--- src/adc_ctrl_pkg.sv ---
// Purpose: shared constants and types of the converter sequence and clock control
// Assumes: one 40 MHz clock, AHB-Lite register access with 32-bit data
// Notes: offsets are byte addresses of aligned words
package adc_ctrl_pkg;
  localparam int CLK_PERIOD_NS = 25;
  localparam int CHANNELS = 4;
  localparam int RESULT_W = 14;
  localparam int CONV_CLOCKS = 16;
  localparam logic [3:0] CONV_LAST_TICK = 4'(CONV_CLOCKS - 1);
  localparam int DIV_W = 8;
  localparam int COUNT_W = 16;
  localparam logic [DIV_W-1:0] INT_DIV_RESET = 8'h01;
  localparam logic [3:0] CHAN_SEL_RESET = 4'h0;
  localparam logic [3:0] MASK_NONE = 4'h0;
  localparam logic [3:0] MASK_ONE = 4'h1;
  localparam logic [RESULT_W-1:0] RESULT_RESET = 14'h0000;
  localparam logic [COUNT_W-1:0] COUNT_ONE = 16'h0001;
  localparam logic [COUNT_W-1:0] COUNT_RESET = 16'h0000;
  localparam logic [31:0] WORD_ZERO = 32'h0000_0000;

  // Register map
  localparam logic [7:0] CTRL_OFFSET = 8'h00;
  localparam logic [7:0] STATUS_OFFSET = 8'h04;
  localparam logic [7:0] COUNT_OFFSET = 8'h08;
  localparam int ADDR_DEC_W = 8;

  // Bus codes
  localparam logic [1:0] HTRANS_NONSEQ = 2'b10;
  localparam logic HRESP_OKAY = 1'b0;

  typedef enum logic [1:0] {
    SEQ_IDLE = 2'b01,
    SEQ_CONVERT = 2'b10
  } seq_state_type;

  // Status word, high bits first in the register
  typedef struct packed {
    logic [COUNT_W-1:0] unused;
    logic [3:0] chan_sel;
    logic [3:0] pending;
    logic [1:0] channel;
    logic clock_external;
    logic register_mode;
    logic standby;
    logic [1:0] spare;
    logic busy;
  } status_type;

  typedef struct packed {
    logic write;
    logic valid;
    logic [ADDR_DEC_W-1:0] addr;
  } ahb_phase_type;
endpackage

--- src/adc_sequence_and_clock_control.sv ---
// Purpose: channel sequencing, conversion clock choice, standby and parallel strobes
// Assumes: all pins synchronous to hclk; conversion core consumes busy, channel, done
// Notes: AHB-Lite slave, zero wait states, always OKAY
//
// Added by the designer: the AHB-Lite register port and the register offsets.
module adc_sequence_and_clock_control (
  input wire logic hclk,
  input wire logic hresetn,
  input wire logic hsel,
  input wire logic [31:0] haddr,
  input wire logic [1:0] htrans,
  input wire logic hwrite,
  input wire logic [2:0] hsize,
  input wire logic [31:0] hwdata,
  input wire logic hready,
  output logic hreadyout,
  output logic [31:0] hrdata,
  output logic hresp,
  input wire logic chip_select_n,
  input wire logic read_strobe_n,
  input wire logic load_strobe_n,
  input wire logic [3:0] data_in,
  output logic [adc_ctrl_pkg::RESULT_W-1:0] data_out,
  output logic data_oe,
  input wire logic ext_clock_or_include_ch1,
  input wire logic clock_source_or_include_ch2,
  input wire logic include_ch3,
  input wire logic include_ch4,
  input wire logic pin_vs_register_sel,
  input wire logic standby_n,
  input wire logic sample_start,
  input wire logic [adc_ctrl_pkg::RESULT_W-1:0] conv_result,
  output logic busy,
  output logic conversion_done_pulse_n,
  output logic [1:0] conv_channel,
  output logic standby_active
);
  import adc_ctrl_pkg::*;

  seq_state_type state_reg, state_next;
  logic [3:0] pending_reg, pending_next;
  logic [3:0] tick_cnt_reg, tick_cnt_next;
  logic clock_ext_reg, clock_ext_next;
  logic busy_reg, busy_next;
  logic done_n_reg, done_n_next;
  logic [RESULT_W-1:0] result_reg, result_next;
  logic [COUNT_W-1:0] count_reg, count_next;
  logic [3:0] chan_sel_reg, chan_sel_next;
  logic [DIV_W-1:0] int_div_reg, int_div_next;
  ahb_phase_type phase_reg, phase_next;
  logic [31:0] rdata_reg, rdata_next;

  logic start_rise;
  logic load_rise;
  logic ext_rise;
  logic int_tick;
  logic conv_tick;
  logic register_mode;
  logic ext_selected;
  logic [3:0] pin_mask;
  logic [3:0] lowest;
  logic [1:0] lowest_index;
  status_type status;

  edge_rise #(.INIT(1'b0)) start_edge (
    .hclk(hclk),
    .hresetn(hresetn),
    .level(sample_start),
    .rise(start_rise)
  );

  // Strobe idles high, so assume high before reset release
  edge_rise #(.INIT(1'b1)) load_edge (
    .hclk(hclk),
    .hresetn(hresetn),
    .level(load_strobe_n),
    .rise(load_rise)
  );

  edge_rise #(.INIT(1'b0)) ext_clock_edge (
    .hclk(hclk),
    .hresetn(hresetn),
    .level(ext_clock_or_include_ch1),
    .rise(ext_rise)
  );

  // oscillator stops
  // Internal oscillator halted in standby to save power
  int_clock_gen internal_clock (
    .hclk(hclk),
    .hresetn(hresetn),
    .enable(standby_n),
    .divide(int_div_reg),
    .tick(int_tick)
  );

  assign register_mode = pin_vs_register_sel;
  assign ext_selected = register_mode & clock_source_or_include_ch2;
  assign pin_mask = {include_ch4, include_ch3, clock_source_or_include_ch2,
                     ext_clock_or_include_ch1};

  assign conv_tick = clock_ext_reg ? ext_rise : int_tick;

  // Lowest pending channel converts first
  assign lowest = pending_reg & (~pending_reg + MASK_ONE);

  always_comb begin
    lowest_index = 2'd0;
    case (lowest)
      4'h2: lowest_index = 2'd1;
      4'h4: lowest_index = 2'd2;
      4'h8: lowest_index = 2'd3;
      default: lowest_index = 2'd0;
    endcase
  end

  // Sequencer
  always_comb begin
    state_next = state_reg;
    pending_next = pending_reg;
    tick_cnt_next = tick_cnt_reg;
    clock_ext_next = clock_ext_reg;
    busy_next = busy_reg;
    done_n_next = 1'b1;
    result_next = result_reg;
    count_next = count_reg;
    case (state_reg)
      SEQ_IDLE: begin
        // busy at start
        // A start while in standby is ignored
        if (start_rise && standby_n) begin
          pending_next = register_mode ? chan_sel_reg : pin_mask;
          clock_ext_next = ext_selected;
          tick_cnt_next = '0;
          busy_next = 1'b1;
          state_next = SEQ_CONVERT;
        end
      end
      SEQ_CONVERT: begin
        if (!standby_n) begin
          pending_next = MASK_NONE;
          busy_next = 1'b0;
          state_next = SEQ_IDLE;
        end else if (pending_reg == MASK_NONE) begin
          busy_next = 1'b0;
          state_next = SEQ_IDLE;
        end else if (conv_tick) begin
          if (tick_cnt_reg == CONV_LAST_TICK) begin
            tick_cnt_next = '0;
            pending_next = pending_reg & ~lowest;
            done_n_next = 1'b0;
            result_next = conv_result;
            count_next = count_reg + COUNT_ONE;
          end else begin
            tick_cnt_next = tick_cnt_reg + 4'h1;
          end
        end
      end
      default: begin
        pending_next = MASK_NONE;
        busy_next = 1'b0;
        state_next = SEQ_IDLE;
      end
    endcase
  end

  always_ff @(posedge hclk or negedge hresetn) begin
    if (!hresetn) begin
      state_reg <= SEQ_IDLE;
      pending_reg <= MASK_NONE;
      tick_cnt_reg <= '0;
      clock_ext_reg <= 1'b0;
      busy_reg <= 1'b0;
      done_n_reg <= 1'b1;
      result_reg <= RESULT_RESET;
      count_reg <= COUNT_RESET;
    end else begin
      state_reg <= state_next;
      pending_reg <= pending_next;
      tick_cnt_reg <= tick_cnt_next;
      clock_ext_reg <= clock_ext_next;
      busy_reg <= busy_next;
      done_n_reg <= done_n_next;
      result_reg <= result_next;
      count_reg <= count_next;
    end
  end

  assign status = '{unused: '0, chan_sel: chan_sel_reg, pending: pending_reg,
                    channel: lowest_index, clock_external: clock_ext_reg,
                    register_mode: register_mode, standby: ~standby_n,
                    spare: 2'b00, busy: busy_reg};

  // Channel select load and AHB-Lite slave
  always_comb begin
    chan_sel_next = chan_sel_reg;
    int_div_next = int_div_reg;
    phase_next = phase_reg;
    rdata_next = rdata_reg;
    if (load_rise && !chip_select_n && read_strobe_n) begin
      chan_sel_next = data_in;
    end
    if (phase_reg.valid && phase_reg.write && phase_reg.addr == CTRL_OFFSET) begin
      int_div_next = hwdata[DIV_W-1:0];
    end
    if (hready) begin
      phase_next.valid = hsel & (htrans == HTRANS_NONSEQ);
      phase_next.write = hwrite;
      phase_next.addr = haddr[ADDR_DEC_W-1:0];
      rdata_next = WORD_ZERO;
      if (hsel && htrans == HTRANS_NONSEQ && !hwrite) begin
        case (haddr[ADDR_DEC_W-1:0])
          CTRL_OFFSET: rdata_next = {{(32 - DIV_W){1'b0}}, int_div_reg};
          STATUS_OFFSET: rdata_next = status;
          COUNT_OFFSET: rdata_next = {{(32 - COUNT_W){1'b0}}, count_reg};
          default: rdata_next = WORD_ZERO;
        endcase
      end
    end
  end

  always_ff @(posedge hclk or negedge hresetn) begin
    if (!hresetn) begin
      chan_sel_reg <= CHAN_SEL_RESET;
      int_div_reg <= INT_DIV_RESET;
      phase_reg <= '0;
      rdata_reg <= WORD_ZERO;
    end else begin
      chan_sel_reg <= chan_sel_next;
      int_div_reg <= int_div_next;
      phase_reg <= phase_next;
      rdata_reg <= rdata_next;
    end
  end

  assign hreadyout = 1'b1;
  assign hresp = HRESP_OKAY;
  assign hrdata = rdata_reg;

  // drive only on read
  // Load strobe is not checked here; the host keeps it high during reads
  assign data_oe = ~read_strobe_n & ~chip_select_n;
  assign data_out = result_reg;

  assign busy = busy_reg;
  assign conversion_done_pulse_n = done_n_reg;
  assign conv_channel = lowest_index;
  assign standby_active = ~standby_n;
endmodule // adc_sequence_and_clock_control

--- src/adc_ctrl_helpers.sv ---
// Purpose: rising edge finder and internal conversion clock divider
// Assumes: inputs synchronous to hclk
// Notes: INIT sets the assumed level before reset release to avoid a false edge
module edge_rise #(
  parameter logic INIT = 1'b0
) (
  input wire logic hclk,
  input wire logic hresetn,
  input wire logic level,
  output logic rise
);
  logic prev_reg;

  always_ff @(posedge hclk or negedge hresetn) begin
    if (!hresetn) begin
      prev_reg <= INIT;
    end else begin
      prev_reg <= level;
    end
  end

  assign rise = level & ~prev_reg;
endmodule // edge_rise

module int_clock_gen (
  input wire logic hclk,
  input wire logic hresetn,
  input wire logic enable,
  input wire logic [adc_ctrl_pkg::DIV_W-1:0] divide,
  output logic tick
);
  import adc_ctrl_pkg::*;
  logic [DIV_W-1:0] count_reg;
  logic [DIV_W-1:0] count_next;

  // A tick every divide+1 cycles; held at zero while disabled
  always_comb begin
    count_next = count_reg;
    tick = 1'b0;
    if (!enable) begin
      count_next = '0;
    end else if (count_reg >= divide) begin
      count_next = '0;
      tick = 1'b1;
    end else begin
      count_next = count_reg + 1'b1;
    end
  end

  always_ff @(posedge hclk or negedge hresetn) begin
    if (!hresetn) begin
      count_reg <= '0;
    end else begin
      count_reg <= count_next;
    end
  end
endmodule // int_clock_gen

--- config.mk ---
export PLATFORM = sky130hd
export DESIGN_NAME = adc_sequence_and_clock_control
export DESIGN_NICKNAME = d
export VERILOG_FILES = /design/src/adc_ctrl_pkg.sv /design/src/adc_sequence_and_clock_control.sv /design/src/adc_ctrl_helpers.sv
export SDC_FILE = /design/constraint.sdc
export NUM_CORES = 1
export LEC_CHECK = 0
export ABC_AREA = 1
export BUFFER_PORTS_ARGS = -buffer_cell sky130_fd_sc_hd__clkbuf_2
export CAP_MARGIN = 10
export CORE_MARGIN = 2
export CORE_UTILIZATION = 51
export CTS_CLUSTER_DIAMETER = 120
export DETAILED_ROUTE_END_ITERATION = 7
export PLACE_DENSITY = 0.9
export RECOVER_POWER = 100
export SLEW_MARGIN = 20
export SYNTH_ARGS = -nofsm -noshare
export SYNTH_HDL_FRONTEND = slang
export SYNTH_SLANG_ARGS = --single-unit
--- constraint.sdc ---
create_clock -name hclk -period 1.9 [get_ports hclk]
set_input_delay 0.475 -clock hclk [delete_from_list [all_inputs] [get_ports hclk]]
set_output_delay 0.475 -clock hclk [all_outputs]
set_load 0.05 [all_outputs]
Word level (Yosys, flattened, before mapping)
Cells that the tools add are included.
{ "op_classes": {"n_reduce_logical": 18, "muxes": 34, "n_eq_ne": 17, "order_cmp": 1, "add_sub_neg": 4, "bitwise_logic": 17} }
{ "op_table": {"columns": ["cell", "count"], "rows": [
  ["$pmux 16 s3", 1],
  ["$mux 4", 11],
  ["$add 16x1->16 const B", 1],
  ["$logic_not 8->1", 2],
  ["$mux 16", 1],
  ["$mux 8", 2],
  ["$pmux 4 s2", 2],
  ["$ne 3x3->1 const B", 4],
  ["$mux 1", 11],
  ["$reduce_and 5->1", 2],
  ["$add 4x1->4 const B", 2],
  ["$add 8x1->8 const B", 1],
  ["$and 4x4->4", 2],
  ["$eq 4x4->1 const B", 2],
  ["$eq 8x3->1 const B", 1],
  ["$eq 8x4->1 const B", 1],
  ["$ge 8x8->1", 1],
  ["$ne 2x2->1 const B", 4],
  ["$not 4->4", 2],
  ["$logic_and 1x1->1", 7],
  ["$not 1->1", 7],
  ["$and 1x1->1", 6],
  ["$mux 2", 3],
  ["$pmux 2 s3", 1],
  ["other kinds (11)", 14]
]} }
{ "word_totals": {"in_bits": 102, "reg_bits": 108} }

Longest topological paths before layout
Gate-level depths: netlist (run 1).
{ "depth": {"depth_word": 10, "mapped_depth": 16, "ltp_nobuf": 16} }

By module
A second synthesis (run 1) with hierarchy kept.
{ "hier_totals": {"cells_unflattened": 653, "hier_area_um2": 4991.0} }
{ "by_module_without_submodules": {"columns": ["mod", "area_each_um2", "n_inst", "cells_each"], "rows": [
  ["adc_sequence_and_clock_control", 4250.3, 1, 559],
  ["int_clock_gen", 634.4, 1, 85],
  ["edge_rise (ext_clock_edge ...)", 35.0, 2, 3],
  ["edge_rise (load_edge)", 36.3, 1, 3]
]} }

Least setup slack after synthesis (run 1)
No wires, ideal clock.
{ "synth_path": {"path_type": "flip-flop to output port", "start": "register pending_reg[1]", "end": "output port conv_channel[0]", "arrival_ns": 1.426, "setup_slack_ns": -0.001, "required_ns": 1.425, "path_stages_with_launch": 4, "cell_sequence": "dfrtp_1 nor2_1 nand2_1 o22ai_1"} }
{ "synth_between": {"elab_chain_cells": 5, "elab_cells_between_ends": 7, "classes_between": "1 x add/sub; 3 x eq/ne; 1 x mux; 2 x bitwise"} }
{ "synth_rtl": {"columns": ["item", "line", "source"], "rows": [
  ["start: declaration", "adc_sequence_and_clock_control.sv:41", "logic [3:0] pending_reg, pending_next;"],
  ["start signal: assignment", "adc_sequence_and_clock_control.sv:179", "pending_reg <= pending_next;"],
  ["$not 4->4", "adc_sequence_and_clock_control.sv:105", "assign lowest = pending_reg & (~pending_reg + MASK_ONE);"],
  ["$add 4x1->4", "adc_sequence_and_clock_control.sv:105", null],
  ["$and 4x4->4 (*)", "adc_sequence_and_clock_control.sv:105", null],
  ["$eq 4x4->1 (tied with other cells)", "adc_sequence_and_clock_control.sv:109", "case (lowest)"],
  ["$pmux 2 s3 (*)", "adc_sequence_and_clock_control.sv:109", null],
  ["end: declaration", "adc_sequence_and_clock_control.sv:35", "output logic [1:0] conv_channel,"]
]} }
Mark *: on every way between the ends. The rest lies on a longest branch, timed or not.

Worst setup path in the final report (run 1)
{ "layout_path": {"start": "register int_div_reg[7]", "end": "register result_reg[11] (netlist: data_out[11])"} }
{ "layout_between": {"elab_chain_cells": 5} }
{ "layout_rtl": {"columns": ["item", "line", "source"], "rows": [
  ["start: declaration", "adc_sequence_and_clock_control.sv:49", "logic [DIV_W-1:0] int_div_reg, int_div_next;"],
  ["start signal: assignment", "adc_sequence_and_clock_control.sv:230", "int_div_reg <= int_div_next;"],
  ["$ge 8x8->1", "adc_ctrl_helpers.sv:42", "end else if (count_reg >= divide) begin"],
  ["$mux 1", "adc_ctrl_helpers.sv:42", null],
  ["$mux 1", "adc_ctrl_helpers.sv:40", "if (!enable) begin"],
  ["$mux 1", "adc_sequence_and_clock_control.sv:102", "assign conv_tick = clock_ext_reg ? ext_rise : int_tick;"],
  ["$reduce_and 5->1 (no source line)", null, null],
  ["end signal: assignment", "adc_sequence_and_clock_control.sv:184", "result_reg <= result_next;"],
  ["end: declaration", "adc_sequence_and_clock_control.sv:46", "logic [RESULT_W-1:0] result_reg, result_next;"]
]} }
Every way passes these cells.
A chain may end at the register's enable or synchronous reset.

==> results of run 1 <==
[metal layers]
metal	global-route usage (%)	wire length, um	vias up
met2	40.17	6090	206
met4	12.96	498	0
li1	-	-	2060
met5	0	0	-
met3	3.552	765	51
met1	32.10	4986	2054
[cell usage in the layout (no fill, tap or decap), types with 12 or more instances in the layout]
cell type,n
o21ai_0,31
buf_4,22
clkbuf_8,12
conb_1,18
nand2_1,164
dfrtp_1,87
nor2_1,34
xor2_1,16
clkbuf_2,47
a21oi_1,15
clkbuf_1,41
nand3_1,25
nand2_2,24
inv_1,61
[layout make-up]
cell class / count / area, um2 / share of cell area [%]
Clock buffer: 12 / 155.1 / 2.658
Clock inverter: 4 / 48.80 / 0.8360
Inverter: 68 / 267.8 / 4.587
Multi-Input combinational cell: 409 / 2211 / 37.88
Sequential cell: 91 / 2282 / 39.10
Tap cell: 111 / 138.9 / 2.379
Timing Repair Buffer: 117 / 669.4 / 11.47
Timing Repair inverter: 5 / 63.81 / 1.093
[power by group through the flow]
stage / Combinational (mW) / Clock [mW] / Sequential [mW]
2_1_floorplan: 0.858 / 0 / 2.25
3_3_place_gp: 1.17 / 0 / 2.23
3_5_place_dp: 1.21 / 0 / 2.25
4_1_cts: 1.37 / 1.38 / 2.21
5_1_grt: 1.62 / 1.45 / 2.23
6_report: 1.49 / 1.37 / 2.22
[kinds of logic after synthesis]
logic type	count (synthesis)	synth area share, %
buf+inv	100	10.22
fa+ha+maj	13	3.443
compound gates	78	9.216
xor+xnor	19	3.522
simple gates	281	25.13
other cells	2	0.1590
flops	91	48.31
[worst max-delay path, cell delays in order, from the launching register on]
cell and delay [ps]:
dfrtp_1 350, inv_1 70, ha_1 330, a21oi_1 180, o21a_1 200, nand2_2 70, nand2_2 80, nand2_4 70
nand3_4 120, buf_12 190, inv_8 60, nand2_2 50, nand2_1 50
[stage by stage]
| step | hold WS (ps) | util [%] | setup slack [ps] | instances |
|---|---|---|---|---|
| 6_report | 207.5 | 64.08 | -28.47 | 817 |
| 2_1_floorplan | 179.4 | - | 20.16 | 600 |
| 3_5_place_dp | 414.1 | 57.75 | -149.5 | 778 |
| 3_3_place_gp | 399.7 | 57.75 | 37.79 | 778 |
| 5_1_grt | 216.4 | 64.08 | -160.7 | 817 |
| 4_1_cts | 13.76 | 63.04 | -31.86 | 809 |
[timing repair]
item / CTS / global route
buffers inserted: 11 / 7
gates cloned: 4 / 1
pin swaps: 10 / 6
endpoints found under the setup margin: 40 / 48
gates resized for setup: 47 / 26
[worst paths after layout]
kind | startpoint | end | slack [ps]
worst max-delay path | int_div_reg[7]$_DFFE_PN0P_ | data_out[11]$_DFFE_PN0P_ | -30
worst min-delay path | load_strobe_n | load_edge.prev_reg$_DFF_PN1_ | 210
worst max register to register | int_div_reg[7]$_DFFE_PN0P_ | data_out[11]$_DFFE_PN0P_ | -30
worst min register to register | hrdata[1]$_DFFE_PN0P_ | hrdata[1]$_DFFE_PN0P_ | 480
max in group asynchronous | hresetn | load_edge.prev_reg$_DFF_PN1_ | 230
min in group asynchronous | hresetn | count_reg[14]$_DFFE_PN0P_ | 470
[Yosys cell counts]
cell type	number	area (um2)
a2111oi_0	1	8.760
a21oi_1	16	80.08
a31oi_1	1	6.260
a31oi_4	1	21.27
and3_1	1	6.260
buf_2	3	15.01
buf_4	19	142.6
buf_6	4	45.04
clkbuf_1	6	22.52
conb_1	2	7.510
dfrtp_1	87	2177
dfstp_2	4	105.1
ha_1	13	162.7
inv_1	65	244.0
inv_2	2	7.510
inv_4	1	6.260
nand2_1	189	709.4
nand2_2	3	18.77
nand2_4	1	11.26
nand3_1	26	130.1
nand3_4	1	17.52
nand3b_1	2	15.01
nand4_1	5	31.28
nor2_1	37	138.9
nor2_2	1	6.260
nor3_1	9	45.04
nor3_2	2	20.02
nor3_4	1	16.27
nor4_1	2	12.51
o211ai_1	2	15.01
o21a_1	1	7.510
o21ai_0	39	195.2
o21ai_1	6	30.03
o221ai_1	1	8.760
o22ai_1	10	62.56
or2_4	1	8.760
xnor2_1	3	26.28
xor2_1	16	140.1
==> results.sh, run 1 <==
export IMPL_cts_tree="yes"
export IMPL_clk_latency_ps=370
export IMPL_fin_nets=816
export IMPL_drive_gt1_share_pct=22.52
export IMPL_cts_made_buffers=9
export IMPL_grt_pass1_wl_mm=19.58
export IMPL_cts_buffer_depth=2
export IMPL_worst_hold_path_type="primary input to flip-flop"
export IMPL_first_pass_iters=7
export IMPL_swShare_pct=35.70
export IMPL_die_y_um=100.3
export IMPL_syn_area_mm2=0.004725
export IMPL_dieArea_mm2=0.01005
export IMPL_slew_headroom_pct=-3.794
export IMPL_power_per_cell_area_mw_per_mm2=870.2
export IMPL_setup_slack_ps=-28.47
export IMPL_tightest_slew_ps=1557
export IMPL_power_static_leakage_nw=3.157
export IMPL_antenna_found_initial=0
export IMPL_netlist_instances=584
export IMPL_synth_seq_area_share_pct=48.31
export IMPL_num_rows=35
export IMPL_grt_setup_unrepaired="true"
export IMPL_crit_required_ps=2160
export IMPL_dr_first_iter_drc_count=293
export IMPL_track_usage_pct=24.68
export IMPL_first_global_vias=4287
export IMPL_clk_pin_slew_ps=80
export IMPL_ios=156
export IMPL_grt_max_degree=39
export IMPL_maxCapViolations=1
export IMPL_drv_slew=25
export IMPL_violations="capacitance limit, slew limit, setup timing"
export IMPL_synth_cell_types=38
export IMPL_core_area_mm2=0.009109
export IMPL_cts_htree_levels=3
export IMPL_ys_warn_count=0
export IMPL_crit_type="flip-flop to flip-flop"
export IMPL_wl_per_cell_um=15.11
export IMPL_end_kind="flip-flop"
export IMPL_fin_skew_ps=16.72
export IMPL_syn2layout_area_growth_pct=23.54
export IMPL_wl_mm=12.34
export IMPL_fin_crit_sh_pct=101.5
export IMPL_start_kind="flip-flop"
export IMPL_place_hpwl_mm=8.226
export IMPL_tns_ps=-447.3
export IMPL_cp_data_arrival_time_ps=2180
export IMPL_overflow=0
export IMPL_dpl_cell_area_mm2=0.005260
export IMPL_post_route_min_period_ps=1928
export IMPL_power_frac_seq_pct=43.7
export IMPL_start_util_pct=51.87
export IMPL_ant_nets=0
export IMPL_fill_cells=727
export IMPL_cts_root_buf="clkbuf_8"
export IMPL_ir_drop_mv=0.5082
export IMPL_clockPowerShare_pct=26.9
export IMPL_final_area_mm2=0.005837
export IMPL_setup_viol=25
export IMPL_max_freq_mhz=518.5
export IMPL_min_path_cells=1
export IMPL_routed_via_density=5.350
export IMPL_crit_fanout=5
export IMPL_power_frac_comb_pct=29.4
export IMPL_p_int_mw=3.266
export IMPL_antenna_cells=0
export IMPL_die_w_um=100.3
export IMPL_ctsHoldBuffers=0
export IMPL_status="finished with violations"
export IMPL_finalPower_mw=5.079
export IMPL_via_count=4371
export IMPL_hold_viol=0
export IMPL_synth_avg_cell_area_um2=8.090
export IMPL_p_sw_mw=1.813
export IMPL_cts_sinks=91
export IMPL_drc=0
export IMPL_ff2ff_path_depth=12
export IMPL_ys_ff_latch=91
export IMPL_port_buffers=86
export IMPL_gp_congestion=0.9055
No activity file was read; power rests on OpenSTA's default activity.
==> run 2, diff against run 1 <==
- ABC_CLOCK_PERIOD_IN_PS: default -> 1550
- CORE_UTILIZATION: 51 -> 46
- PLACE_DENSITY: 0.9 -> 0.87
- clock period: 1.9 -> 1.55 ns (I/O delays scaled with it)
==> results.sh, run 2 (synthesized netlist as in run 1, its figures left out) <==
export IMPL_status="finished with violations"
export IMPL_violations="setup timing"
export IMPL_core_area_mm2=0.009864
export IMPL_final_area_mm2=0.006098
export IMPL_clk_latency_ps=370
export IMPL_hold_viol=0
export IMPL_cp_data_arrival_time_ps=2150
export IMPL_fin_nets=838
export IMPL_power_per_cell_area_mw_per_mm2=1088
export IMPL_hold_path_endpoint="load_edge.prev_reg$_DFF_PN1_"
export IMPL_syn2layout_area_growth_pct=29.08
export IMPL_hp_start="load_strobe_n"
export IMPL_dieArea_mm2=0.01110
export IMPL_overflow=0
export IMPL_ios=156
export IMPL_die_y_um=105.3
export IMPL_routed_via_density=5.020
export IMPL_max_freq_mhz=528.5
export IMPL_clk_pin_slew_ps=100
export IMPL_place_ws_ps=-271.5
export IMPL_end_kind="flip-flop"
export IMPL_swShare_pct=36.50
export IMPL_fin_crit_sh_pct=122.1
export IMPL_crit_type="flip-flop to flip-flop"
export IMPL_clockPowerShare_pct=25.7
export IMPL_cts_made_buffers=9
export IMPL_antenna_cells=0
export IMPL_grt_pass1_wl_mm=18.59
export IMPL_die_w_um=105.3
export IMPL_first_global_vias=4027
export IMPL_reg2reg_slack_ps=-340
export IMPL_min_path_cells=1
export IMPL_wl_per_cell_um=13.89
export IMPL_first_pass_iters=5
export IMPL_num_rows=36
export IMPL_ff2ff_path_depth=14
export IMPL_drc=0
export IMPL_dpl_cell_area_mm2=0.005575
export IMPL_grt_max_degree=34
export IMPL_multi_input_area_mm2=0.002226
export IMPL_worst_hold_path_type="primary input to flip-flop"
export IMPL_maxCapViolations=0
export IMPL_port_buffers=86
export IMPL_fill_cells=813
export IMPL_p_int_mw=4.212
export IMPL_cts_sinks=91
export IMPL_via_count=4322
export IMPL_wl_mm=11.96
export IMPL_final_common_cell="nand2_1"
export IMPL_slew_headroom_pct=58.88
export IMPL_crit_fanout=6
export IMPL_power_static_leakage_nw=3.369
export IMPL_fin_util_pct=61.82
export IMPL_r2r_start="int_div_reg[0]$_DFFE_PN1P_"
export IMPL_track_usage_pct=20.82
export IMPL_post_route_min_period_ps=1892
export IMPL_ir_drop_mv=0.7505
export IMPL_setup_slack_ps=-342.2
export IMPL_place_hpwl_mm=8.167
export IMPL_layout_common_cells="nand2_1 (159), dfrtp_1 (85), clkbuf_2 (82)"
export IMPL_cts_htree_levels=3
export IMPL_tightest_slew_ps=616.7
export IMPL_start_util_pct=47.89
export IMPL_power_frac_comb_pct=33.7
export IMPL_grt_setup_unrepaired="true"
export IMPL_ant_nets=0
export IMPL_dr_first_iter_drc_count=279
export IMPL_setup_viol=47
export IMPL_cts_tree="yes"
export IMPL_regArea_mm2=0.002285
export IMPL_power_frac_seq_pct=40.6
export IMPL_antenna_found_initial=0
export IMPL_drv_slew=0
export IMPL_gp_congestion=0.9032
export IMPL_cts_root_buf="clkbuf_8"
export IMPL_tns_ps=-11710
export IMPL_start_kind="flip-flop"
export IMPL_p_sw_mw=2.421
export IMPL_cts_buffer_depth=2
export IMPL_drive_gt1_share_pct=29.95
export IMPL_fin_skew_ps=10.65
export IMPL_crit_required_ps=1810
export IMPL_rr_endpoint="count_reg[8]$_DFFE_PN0P_"
## run 2: changes by cell type in the layout (fill, tap and decap cells not counted), moves of 4 or more
cell	change
buf_4	+17
clkbuf_4	+4
clkbuf_1	-36
clkbuf_2	+35
nand2_2	+4
nand2_1	-5
## run 2: worst max-delay path by stage
stage,start,to,slack (ps)
floorplan,int_div_reg[0]$_DFFE_PN1P_,data_out[10]$_DFFE_PN0P_,-150
CTS,int_div_reg[0]$_DFFE_PN1P_,count_reg[9]$_DFFE_PN0P_,-290
global placement,int_div_reg[0]$_DFFE_PN1P_,count_reg[9]$_DFFE_PN0P_,-240
detailed placement,int_div_reg[0]$_DFFE_PN1P_,count_reg[9]$_DFFE_PN0P_,-270
finish,int_div_reg[0]$_DFFE_PN1P_,count_reg[8]$_DFFE_PN0P_,-340
global route,int_div_reg[2]$_DFFE_PN0P_,data_out[5]$_DFFE_PN0P_,-430
## run 2: area by class of cell
cell class | instances | share of cell area, %
Clock buffer | 9 | 2.031
Clock inverter | 7 | 1.375
Inverter | 68 | 4.309
Multi-Input combinational cell | 409 | 36.50
Sequential cell | 91 | 37.46
Tap cell | 133 | 2.729
Timing Repair Buffer | 144 | 15.59
## run 2: timing repair
action | 4_1_cts | 5_1_grt
setup buffers | 6 | 2
endpoints found under the setup margin | 48 | 51
endpoints found under the hold margin | 18 | 0
resized for setup | 18 | 51
hold buffers | 1 | 0
pin swaps | 3 | 17
gates cloned | 0 | 3
## run 2: metrics by stage
stage	instances	total power, mW	hold slack, ps
finish	861	6.633	111.9
global route	861	6.959	107.3
CTS	856	6.398	101.2
detailed placement	833	4.472	322.2
global placement	833	4.414	315.6
floorplan	600	3.854	91.91
## run 2: power groups by stage
stage	Combinational, mW	Sequential (mW)	Clock, mW
4_1_cts	1.97	2.70	1.72
6_report	2.23	2.70	1.70
3_5_place_dp	1.73	2.74	0
3_3_place_gp	1.68	2.73	0
2_1_floorplan	1.09	2.76	0
5_1_grt	2.41	2.72	1.83
## run 2: critical path: stages, from the launching register on
cell and delay, ps:
dfstp_2 580, ha_4 200, nand2_2 60, nor2_1 40, nor2_1 90, nand2_1 60
nand2_1 70, nand2_1 70, nand2_2 80, nand2_4 70, nand3_4 130, inv_8 70
clkbuf_16 150, nand2_1 50, o21ai_1 60
## run 2: layer usage
metal | share of wire (%) | vias up | track usage (%)
met5 | 0 | - | 0
met4 | 2.3 | 0 | 6.571
met3 | 6.6 | 32 | 4.700
met2 | 50 | 164 | 35.39
met1 | 41 | 2027 | 26.33
li1 | - | 2099 | -
==> run 3, diff against run 2 <==
- CORE_MARGIN: 2 -> 1
- HOLD_SLACK_MARGIN: default -> 0.15
==> results.sh, run 3 (synthesized netlist as in run 1, its figures left out) <==
export IMPL_hold_path_endpoint="start_edge.prev_reg$_DFF_PN0_"
export IMPL_grt_setup_unrepaired="true"
export IMPL_port_buffers=86
export IMPL_rr_endpoint="pending_reg[2]$_DFFE_PN0P_"
export IMPL_worst_hold_path_type="primary input to flip-flop"
export IMPL_wl_per_cell_um=14.01
export IMPL_slowest_stage="dfstp_2"
export IMPL_hold_viol=0
export IMPL_ant_nets=0
export IMPL_die_y_um=103.3
export IMPL_violations="setup timing"
export IMPL_antenna_found_initial=0
export IMPL_grt_pass1_wl_mm=18.50
export IMPL_fin_skew_ps=13.54
export IMPL_power_per_cell_area_mw_per_mm2=1087
export IMPL_cts_root_buf="clkbuf_8"
export IMPL_maxCapViolations=0
export IMPL_cts_made_buffers=9
export IMPL_cp_data_arrival_time_ps=2270
export IMPL_crit_fanout=5
export IMPL_start_kind="flip-flop"
export IMPL_hp_start="sample_start"
export IMPL_dr_first_iter_drc_count=278
export IMPL_gp_congestion=0.9466
export IMPL_cts_tree="yes"
export IMPL_max_freq_mhz=505.8
export IMPL_cts_buffer_depth=2
export IMPL_final_common_cell="nand2_1"
export IMPL_r2r_start="int_div_reg[0]$_DFFE_PN1P_"
export IMPL_post_route_min_period_ps=1977
export IMPL_ios=156
export IMPL_ff2ff_path_depth=15
export IMPL_via_count=4365
export IMPL_drv_slew=0
export IMPL_hold_slack_ps=179.2
export IMPL_critPathTopFamily="simple AND/OR/NAND/NOR gates"
export IMPL_slew_headroom_pct=60.53
export IMPL_first_pass_iters=5
export IMPL_end_kind="flip-flop"
export IMPL_cts_htree_levels=3
export IMPL_fin_nets=844
export IMPL_status="finished with violations"
export IMPL_num_rows=36
export IMPL_ir_drop_mv=0.8683
export IMPL_antenna_cells=0
export IMPL_crit_type="flip-flop to flip-flop"
export IMPL_power_static_leakage_nw=3.442
export IMPL_crit_required_ps=1840
export IMPL_cts_sinks=91
export IMPL_layout_common_cells="nand2_1 (151), dfrtp_1 (85), clkbuf_2 (81)"
export IMPL_tns_ps=-16450
export IMPL_track_usage_pct=22.91
export IMPL_routed_via_density=5.035
export IMPL_min_path_cells=1
export IMPL_fin_crit_sh_pct=127.6
export IMPL_dieArea_mm2=0.01068
export IMPL_setup_slack_ps=-427.2
export IMPL_setup_viol=50
export IMPL_drive_gt1_share_pct=31.34
export IMPL_first_global_vias=4137
export IMPL_syn2layout_area_growth_pct=30.91
export IMPL_clk_pin_slew_ps=100
export IMPL_crit_chain="ha_4 -> nand2_2 -> nor2_2 -> nor2_1 -> nand2_1 -> nand2_1 -> nand2_1 -> nand2_2 -> nand2_4 -> buf_6 -> nand2_4 -> nand2_4 -> nand2_4 -> nand2_2 -> nand2_2"
export IMPL_path_buf_inv=1
export IMPL_die_w_um=103.3
export IMPL_start_util_pct=47.89
export IMPL_tightest_slew_ps=592.0
export IMPL_place_hpwl_mm=8.095
export IMPL_grt_max_degree=37
export IMPL_drc=0
export IMPL_critical_path_max_stage_delay_ps=580
export IMPL_core_area_mm2=0.009864
export IMPL_wl_mm=12.15
export IMPL_reg2reg_slack_ps=-430
export IMPL_overflow=0
export IMPL_clk_latency_ps=370
[run 3: cell types whose count changed in the layout (fill, tap and decap cells not counted), moves of 4 or more]
cell | previous run | this run
nand2_2 | 28 | 32
nand2_1 | 159 | 151
nand2_4 | 6 | 10
buf_4 | 39 | 47
[run 3: worst max-delay path by stage]
stage | startpoint | end | slack [ps] | cells past startpoint
final | int_div_reg[0]$_DFFE_PN1P_ | pending_reg[2]$_DFFE_PN0P_ | -430 | 15
after global routing | int_div_reg[0]$_DFFE_PN1P_ | pending_reg[2]$_DFFE_PN0P_ | -520 | 15
after CTS | int_div_reg[0]$_DFFE_PN1P_ | data_out[2]$_DFFE_PN0P_ | -330 | 14
after detailed placement | int_div_reg[0]$_DFFE_PN1P_ | count_reg[9]$_DFFE_PN0P_ | -310 | 14
after global placement | int_div_reg[0]$_DFFE_PN1P_ | count_reg[9]$_DFFE_PN0P_ | -230 | 14
after floorplan | int_div_reg[0]$_DFFE_PN1P_ | data_out[10]$_DFFE_PN0P_ | -150 | 14
[run 3: cell type report]
type	instances	area, um2
fillers	813	3680
flip-flops and latches	91	2285
multi-input cells	409	2236
repair buffers	150	1008
inverters	68	262.8
well taps	133	166.4
clock buffers	11	141.4
clock inverters	5	85.08
[run 3: timing repair]
action / in CTS / in global routing
setup buffers: 6 / 4
endpoints found under the hold margin: 19 / 0
pin swaps: 10 / 13
setup endpoints to repair: 49 / 52
cloned: 2 / 0
resized for setup: 30 / 50
hold buffers: 2 / 0
[run 3: per-layer routing]
metal | track usage, % | share of wire, %
met5 | 0 | 0
met4 | 11.59 | 3.5
met3 | 3.965 | 4.6
met2 | 39.43 | 50
met1 | 27.70 | 42
[run 3: power breakdown]
group,total [mW],switching [mW],internal [mW]
Clock,1.83,0.865,0.962
Sequential,2.70,0.140,2.56
Combinational,2.19,1.35,0.839
[run 3: per-stage QoR]
step | util, % | total power [mW] | instances | setup slack (ps) | area, um2
finish | 62.70 | 6.723 | 867 | -427.2 | 6185
global route | 62.70 | 7.013 | 867 | -521.8 | 6185
CTS | 61.58 | 6.572 | 863 | -329.0 | 6075
detailed placement | 56.82 | 4.482 | 837 | -307.8 | 5605
global placement | 56.82 | 4.422 | 837 | -225.1 | 5605
floorplan | - | 3.854 | 600 | -149.7 | 4806
